## src/pkg/rhp_pkg.sv

```systemverilog
// ****************************************************************
// root hub power and status register constants
// ****************************************************************
package rhp_pkg;

    // ************************************************************
    // register bus geometry
    // ************************************************************
    localparam int          ADDR_W      = 8;         // byte address width
    localparam int          DATA_W      = 32;        // register width
    localparam int          NUM_PORTS   = 2;         // downstream ports

    // ************************************************************
    // register byte offsets
    // ************************************************************
    localparam logic [7:0]  OFS_PORT_ATTR   = 8'h4c; // port attributes
    localparam logic [7:0]  OFS_HUB_STATUS  = 8'h50; // hub status

    // ************************************************************
    // port attribute register fields
    // ************************************************************
    localparam int          FIXED_LSB   = 0;         // fixed flags 15:0
    localparam int          MASK_LSB    = 16;        // power mask 31:16
    localparam int          PORT1_BIT   = 1;         // port 1 in a field

    // ************************************************************
    // hub status register fields
    // ************************************************************
    localparam int          BIT_PWR_OFF     = 0;     // off cmd / reads 0
    localparam int          BIT_OC          = 1;     // overcurrent level
    localparam int          BIT_WAKE_SET    = 15;    // wake enable set
    localparam int          BIT_PWR_ON      = 16;    // on cmd / reads 0
    localparam int          BIT_OC_CHANGE   = 17;    // overcurrent change
    localparam int          BIT_WAKE_CLR    = 31;    // wake enable clear

    // ************************************************************
    // reset values and idle read data
    // ************************************************************
    localparam logic [1:0]  RST_PORT_FIELD  = 2'h0;  // mask / fixed bits
    localparam logic        RST_BIT         = 1'h0;  // single flag bits
    localparam logic [31:0] READ_ZERO       = 32'h0000_0000; // idle bus

endpackage

```

## src/pkg/rhp_pwr_if.sv

```systemverilog
`timescale 1ns/100ps
// ****************************************************************
// power command carrier between register logic and port switches
// ****************************************************************
interface rhp_pwr_if;
    import rhp_pkg::*;

    logic                  switch_sel;       // 0 global, 1 per port
    logic                  global_on;        // global power on pulse
    logic                  global_off;       // global power off pulse
    logic [NUM_PORTS-1:0]  mask;             // per-port control mask
    logic [NUM_PORTS-1:0]  port_on;          // per-port on pulses
    logic [NUM_PORTS-1:0]  port_off;         // per-port off pulses
    logic [NUM_PORTS-1:0]  power_state;      // port power now

    // register side issues commands
    modport regs
    (
        output switch_sel,
        output global_on,
        output global_off,
        output mask,
        output port_on,
        output port_off,
        input  power_state
    );

    // switch side keeps port power
    modport sw
    (
        input  switch_sel,
        input  global_on,
        input  global_off,
        input  mask,
        input  port_on,
        input  port_off,
        output power_state
    );

endinterface

```

## src/hw/rhp_port_power.sv

```systemverilog
`timescale 1ns/100ps
// ****************************************************************
// per-port power state keeping
// ****************************************************************
module rhp_port_power
(
    // clock and reset
    input  wire logic clk,
    input  wire logic rst,
    // command carrier
    rhp_pwr_if.sw     pwr
);
    import rhp_pkg::*;

    logic [NUM_PORTS-1:0] state;             // power per port
    logic [NUM_PORTS-1:0] next_state;        // next power per port

    // ************************************************************
    // next power state, one slice per port
    // ************************************************************
    for (genvar p = 0; p < NUM_PORTS; p++)
    begin : g_port
        logic by_port;                       // port follows own cmds

        // masked port in per-port mode ignores global cmds
        assign by_port = pwr.switch_sel & pwr.mask[p];

        always_comb
        begin
            next_state[p] = state[p];
            if (by_port)
            begin
                // own commands only, off wins a tie
                if (pwr.port_off[p])
                    next_state[p] = 1'b0;
                else if (pwr.port_on[p])
                    next_state[p] = 1'b1;
            end
            else
            begin
                // global commands, off wins a tie
                if (pwr.global_off)
                    next_state[p] = 1'b0;
                else if (pwr.global_on)
                    next_state[p] = 1'b1;
            end
        end
    end

    // ************************************************************
    // power state registers
    // ************************************************************
    always_ff @(posedge clk)
    begin
        if (rst)
            state <= RST_PORT_FIELD;
        else
            state <= next_state;
    end

    assign pwr.power_state = state;

endmodule

```

## src/hw/rhp_root_hub_regs.sv

```systemverilog
`timescale 1ns/100ps
// ****************************************************************
// root hub port attribute and hub status registers
// ****************************************************************
// Functional notes
// masked port in per-port mode obeys only per-port power commands
// unmasked port follows global power commands
// global switching mode ignores the mask field
// mask bit0 reserved, bit1 port1, bit2 port2
// fixed flag one means non-removable device
// fixed flags bit0 reserved, bits1-2 ports
// status low half, change bits high half
// software writes reserved bits as zero
// bit16 write one powers eligible ports on
// bit0 write one powers eligible ports off
// overcurrent change sets bit17, write-one clears
// bit15 sets wake enable, bit31 clears
// bits for ports above two read zero
module rhp_root_hub_regs
(
    // clock and reset
    input  wire  logic                          clk,
    input  wire  logic                          rst,
    // register access
    input  wire  logic                          reg_wr,
    input  wire  logic                          reg_rd,
    input  wire  logic [rhp_pkg::ADDR_W-1:0]    reg_addr,
    input  wire  logic [rhp_pkg::DATA_W-1:0]    reg_wdata,
    output logic       [rhp_pkg::DATA_W-1:0]    reg_rdata,
    output logic                                reg_rvalid,
    // switching mode and per-port commands
    input  wire  logic                          power_switch_select,
    input  wire  logic [rhp_pkg::NUM_PORTS-1:0] port_power_on_cmd,
    input  wire  logic [rhp_pkg::NUM_PORTS-1:0] port_power_off_cmd,
    // overcurrent sense pin
    input  wire  logic                          overcurrent_pin,
    // block state
    output logic       [rhp_pkg::NUM_PORTS-1:0] port_power_state,
    output logic                                wake_on_connect_enable,
    output logic                                overcurrent_flag
);
    import rhp_pkg::*;

    // ************************************************************
    // state
    // ************************************************************
    logic [NUM_PORTS-1:0] port_power_mask;      // per-port control mask
    logic [NUM_PORTS-1:0] next_port_power_mask; // next mask
    logic [NUM_PORTS-1:0] device_fixed_flags;   // non-removable flags
    logic [NUM_PORTS-1:0] next_device_fixed_flags; // next flags
    logic                 wake_en;              // wake on connect
    logic                 next_wake_en;         // next wake enable
    logic                 oc_change;            // overcurrent change
    logic                 next_oc_change;       // next change flag
    logic                 oc_meta;              // first sync stage
    logic                 oc_sync;              // second sync stage
    logic                 oc_prev;              // last synced level
    logic [DATA_W-1:0]    rdata;                // read data register
    logic [DATA_W-1:0]    next_rdata;           // next read data
    logic                 rvalid;               // read answer pulse

    // ************************************************************
    // decode
    // ************************************************************
    logic                 wr_attr;              // write port attributes
    logic                 wr_status;            // write hub status
    logic                 global_power_on_cmd;  // bit16 write one
    logic                 global_power_off_cmd; // bit0 write one
    logic                 clear_wake_enable_cmd; // bit31 write one
    logic                 set_wake_cmd;         // bit15 write one
    logic                 clear_change_cmd;     // bit17 write one
    logic                 oc_changed;           // synced level moved

    // full-word writes only, no byte lanes
    assign wr_attr   = reg_wr & (reg_addr == OFS_PORT_ATTR);
    assign wr_status = reg_wr & (reg_addr == OFS_HUB_STATUS);

    // write-one command bits of hub status
    assign global_power_on_cmd   = wr_status & reg_wdata[BIT_PWR_ON];
    assign global_power_off_cmd  = wr_status & reg_wdata[BIT_PWR_OFF];
    assign clear_wake_enable_cmd = wr_status & reg_wdata[BIT_WAKE_CLR];
    assign set_wake_cmd          = wr_status & reg_wdata[BIT_WAKE_SET];
    assign clear_change_cmd      = wr_status & reg_wdata[BIT_OC_CHANGE];

    // level change seen only after both sync stages
    assign oc_changed = oc_sync ^ oc_prev;

    // ************************************************************
    // overcurrent synchroniser, two stages then edge history
    // ************************************************************
    always_ff @(posedge clk)
    begin
        if (rst)
        begin
            oc_meta <= RST_BIT;
            oc_sync <= RST_BIT;
            oc_prev <= RST_BIT;
        end
        else
        begin
            oc_meta <= overcurrent_pin;
            oc_sync <= oc_meta;
            oc_prev <= oc_sync;
        end
    end

    // ************************************************************
    // next register values
    // ************************************************************
    always_comb
    begin
        next_port_power_mask    = port_power_mask;
        next_device_fixed_flags = device_fixed_flags;
        next_wake_en            = wake_en;
        next_oc_change          = oc_change;

        // only ports one and two are stored, rest dropped
        if (wr_attr)
        begin
            next_port_power_mask =
                reg_wdata[MASK_LSB+PORT1_BIT +: NUM_PORTS];
            next_device_fixed_flags =
                reg_wdata[FIXED_LSB+PORT1_BIT +: NUM_PORTS];
        end

        // wake enable: set bit, clear bit, clear wins a tie
        if (clear_wake_enable_cmd)
            next_wake_en = 1'b0;
        else if (set_wake_cmd)
            next_wake_en = 1'b1;

        // change flag: hardware set beats software clear
        if (oc_changed)
            next_oc_change = 1'b1;
        else if (clear_change_cmd)
            next_oc_change = 1'b0;
    end

    // ************************************************************
    // register file
    // ************************************************************
    always_ff @(posedge clk)
    begin
        if (rst)
        begin
            port_power_mask    <= RST_PORT_FIELD;
            device_fixed_flags <= RST_PORT_FIELD;
            wake_en            <= RST_BIT;
            oc_change          <= RST_BIT;
        end
        else
        begin
            port_power_mask    <= next_port_power_mask;
            device_fixed_flags <= next_device_fixed_flags;
            wake_en            <= next_wake_en;
            oc_change          <= next_oc_change;
        end
    end

    // ************************************************************
    // read data
    // ************************************************************
    always_comb
    begin
        next_rdata = READ_ZERO;
        if (reg_rd)
        begin
            unique case (reg_addr)
                OFS_PORT_ATTR:
                begin
                    // reserved bit0 and ports above two read zero
                    next_rdata[MASK_LSB+PORT1_BIT +: NUM_PORTS] =
                        port_power_mask;
                    next_rdata[FIXED_LSB+PORT1_BIT +: NUM_PORTS] =
                        device_fixed_flags;
                end
                OFS_HUB_STATUS:
                begin
                    // status low, change high; commands read zero
                    next_rdata[BIT_OC]        = oc_sync;
                    next_rdata[BIT_WAKE_SET]  = wake_en;
                    next_rdata[BIT_OC_CHANGE] = oc_change;
                end
                default:
                begin
                    // unmapped offset reads zero
                    next_rdata = READ_ZERO;
                end
            endcase
        end
    end

    // ************************************************************
    // read answer registers
    // ************************************************************
    always_ff @(posedge clk)
    begin
        if (rst)
        begin
            rdata  <= READ_ZERO;
            rvalid <= RST_BIT;
        end
        else
        begin
            rdata  <= next_rdata;
            rvalid <= reg_rd;
        end
    end

    // ************************************************************
    // port power switching
    // ************************************************************
    rhp_pwr_if pwr ();

    assign pwr.switch_sel = power_switch_select;
    assign pwr.global_on  = global_power_on_cmd;
    assign pwr.global_off = global_power_off_cmd;
    assign pwr.mask       = port_power_mask;
    assign pwr.port_on    = port_power_on_cmd;
    assign pwr.port_off   = port_power_off_cmd;

    rhp_port_power u_port_power
    (
        .clk (clk),
        .rst (rst),
        .pwr (pwr)
    );

    // ************************************************************
    // outputs
    // ************************************************************
    assign reg_rdata              = rdata;
    assign reg_rvalid             = rvalid;
    assign port_power_state       = pwr.power_state;
    assign wake_on_connect_enable = wake_en;
    assign overcurrent_flag       = oc_sync;

endmodule

```

## config.mk

```make
export PLATFORM = sky130hd
export DESIGN_NAME = rhp_root_hub_regs
export DESIGN_NICKNAME = d
export VERILOG_FILES = /design/src/pkg/rhp_pkg.sv /design/src/pkg/rhp_pwr_if.sv /design/src/hw/rhp_port_power.sv /design/src/hw/rhp_root_hub_regs.sv
export SDC_FILE = /design/constraint.sdc
export NUM_CORES = 1
export LEC_CHECK = 0
export BUFFER_PORTS_ARGS = -buffer_cell sky130_fd_sc_hd__buf_2
export CAP_MARGIN = 20
export CORE_ASPECT_RATIO = 1.1
export CORE_MARGIN = 10
export CORE_UTILIZATION = 37
export DETAILED_ROUTE_END_ITERATION = 10
export GPL_ROUTABILITY_DRIVEN = 1
export PLACE_DENSITY_LB_ADDON = 0.05
export SYNTH_ARGS = -nofsm -noshare
export SYNTH_HDL_FRONTEND = slang
export SYNTH_SLANG_ARGS = --single-unit
```

## constraint.sdc

```tcl
create_clock -name clk -period 1.15 [get_ports clk]
set_clock_uncertainty 0.1 [all_clocks]
set_input_delay 0.0575 -clock clk [delete_from_list [all_inputs] [get_ports clk]]
set_output_delay 0.0575 -clock clk [all_outputs]
set_load 0.005 [all_outputs]
```

==> impl_metrics.yaml <==
routing:
  vias: 821
  routed_wirelength_microns: 2540
  ant_nets: 0
  drc: 0
  drt_iter0_drc: 28
  routedWlPerCell_microns: 14.3
  drt-pass1-iter-count: 4
  vias_per_cell: 4.64
global_route:
  grtUsageTotal: 0.101
  antenna_found_initial: 0
  grt_pass1_vias: 899
  grt_pass1_wl_microns: 4120
  gr-total-overflow: 0
  grt_max_degree: 12
yosys:
  synth_area_sq_um: 967
  async_flop_share: 0
  synth-edff-count: 0
  ys_seq_area_frac: 0.352
  yosysTopAreaCellShare: 0.352
  yosysWarnings: 0
  synth_top_area_cell: "dfxtp_1"
  syn_inst: 97
  synth_seq_cells: 17
  ys.flop_type: "dfxtp_1"
  synthDistinctLibCells: 28
  synth_area_leaders: "dfxtp_1, buf_4, o41ai_1"
  synth.avg_cell_area_sq_um: 9.97
cells_and_area:
  instances_no_fill: 177
  area_delta_synth_final_pct: 26.3
  final_area_sq_mm: 0.00122
  fin_util: 0.489
  final_layout_size_suffix_gt1_frac: 0.356
  n_antenna_cell: 0
  nets: 197
floorplan:
  dieWidth_microns: 68.7
  fp.dieH_microns: 73.6
  die_area_sq_mm: 0.00506
  coreArea_sq_mm: 0.00250
  start_util: 0.387
  io_pins: 87
  num_rows: 19
clock_tree:
  cts.sinks: 17
  clockBufferDepth: 2
  cts_tree: "done"
  root_buffer: "clkbuf_4"
  cts_buffers: 3
  htreeDepth: 1
  clk_latency_ns: 0.28
  cts_setup_buffers: 0
  cts.reportedPaths.clkPinSlew_ns: 0.09
placement:
  preCtsSetupSlack_ns: 0.00930
  dp_hpwl_microns: 2070
  postPlaceCellArea_sq_mm: 0.00108
  gp_congestion: 0.804
  dpl.cell_count: 162
  io_buffers: 35
sta:
  fin_crit_ns: 1.09
  fin_crit_sh: 0.944
  fin_setup_tns_ns: 0
  finalHoldViolations: 0
  grt_setup_unrepaired: "no"
  fmaxAchievable_mhz: 921
  setup_ws_ns: 0.0639
  drv_slew: 0
  hold_ws_ns: 0.0269
  setup_violations: 0
worst_hold_path:
  hp-class: "primary input to flop"
  holdPathEnd: "wake_on_connect_enable$_SDFFE_PP0P_"
  hold_path.startpoint: "rst"
  whs_path_depth: 3
critical_path:
  path_max_fanout: 3
  worst-setup-path-type: "primary input to flop"
  crit_required_ns: 1.28
  start_kind: "primary input"
  r2r_slack_ns: 0.11
  timing.rr.start: "overcurrent_flag$_SDFF_PP0_"
  worstSetupEndpointType: "flop"
  r2r-end: "oc_change$_SDFFE_PP0P_"
  critPathArrivalTime_ns: 1.22
  rr_worst_depth: 3
pwr:
  ir_worst_vdd_v: 0.000452
  p_per_area_mw_per_mm2: 900
  p_leak_nw: 0.563
  power.total_mw: 1.10
flow_run:
  max_cap_viol_count: 0
status:
  outcome: "finished clean"
report_power, final:
group | leakage, nW | internal (mW) | switching, mW
Sequential | 0.138 | 0.597 | 0.00457
Combinational | 0.410 | 0.0882 | 0.0961
Clock | 0.0150 | 0.134 | 0.179
cell usage in the layout (no fill, tap or decap), types with 2 or more instances in the layout:
cell type,count
o41ai_1,4
clkbuf_4,3
and3_1,3
conb_1,27
nor2b_1,5
a211oi_2,2
a31o_2,2
buf_4,2
a22oi_1,2
dlygate4sd3_1,11
nand4_1,5
nor2_1,3
o21bai_1,2
buf_2,35
a21boi_0,2
a221oi_2,2
dfxtp_1,17
a21oi_1,6
sequential cells by signal, indices dropped and copies added (netlist names):
register,count
wake_on_connect_enable,1
oc_prev,1
oc_meta,1
u_port_power.pwr.power_state,2
reg_rdata,5
oc_change,1
overcurrent_flag,1
port_power_mask,2
device_fixed_flags,2
reg_rvalid,1
critical path, stage by stage:
cell and delay (ns):
buf_2 0.10, dlygate4sd3_1 0.56, nor2_2 0.12, and4_1 0.21, and3_1 0.16
worst max-delay path by stage:
stage                                                 startpoint                                      endpoint  slack, ns  depth (start not counted)
floorplan           u_port_power.pwr.power_state[1]$_SDFFE_PP0P_  u_port_power.pwr.power_state[1]$_SDFFE_PP0P_       0.17                          3
global placement                                     reg_addr[0]               port_power_mask[1]$_SDFFE_PP0P_      0.006                          4
detailed placement                                   reg_addr[0]  u_port_power.pwr.power_state[1]$_SDFFE_PP0P_      0.009                          4
CTS                                                  reg_addr[1]                      reg_rdata[18]$_SDFF_PP0_       0.03                          5
global route                                         reg_addr[1]                      reg_rdata[15]$_SDFF_PP0_       0.02                          5
finish                                               reg_addr[1]                       reg_rdata[2]$_SDFF_PP0_       0.06                          5
cells in the mapped netlist, types with 2 or more instances:
master and count:
a21boi_0 2, a31o_2 2, nor2b_1 5, o21bai_1 2
nand4_1 5, a211oi_2 2, dfxtp_1 17, a22oi_1 2
a21oi_1 6, o41ai_1 4, buf_4 27, and3_1 3
nor2_1 4, a221oi_2 2
what timing repair did:
action	4_1_cts	5_1_grt
gates resized for setup	0	1
endpoints found under the setup margin	0	3
hold endpoints to repair	11	0
hold buffers	11	0
area by class of cell:
cell class / instances / area [sq um]
fillers: 244 / 1270
multi-input cells: 77 / 515
flip-flops and latches: 17 / 340
repair buffers: 48 / 300
well taps: 31 / 38.8
clock buffers: 4 / 26.3
cell families after synthesis:
| logic type | after synthesis | synth area share |
|---|---|---|
| flops | 17 | 0.352 |
| buf+inv | 29 | 0.219 |
| xor+xnor | 1 | 0.00906 |
| compound gates | 23 | 0.198 |
| simple gates | 26 | 0.219 |
| other cells | 1 | 0.00388 |
per-layer routing:
layer / part of all wire / GRT usage
met2: 0.47 / 0.169
met5: 0 / 0
met3: 0.12 / 0.0441
met4: 0.0055 / 0.0263
met1: 0.40 / 0.114
No activity file was read; power rests on OpenSTA's default activity.
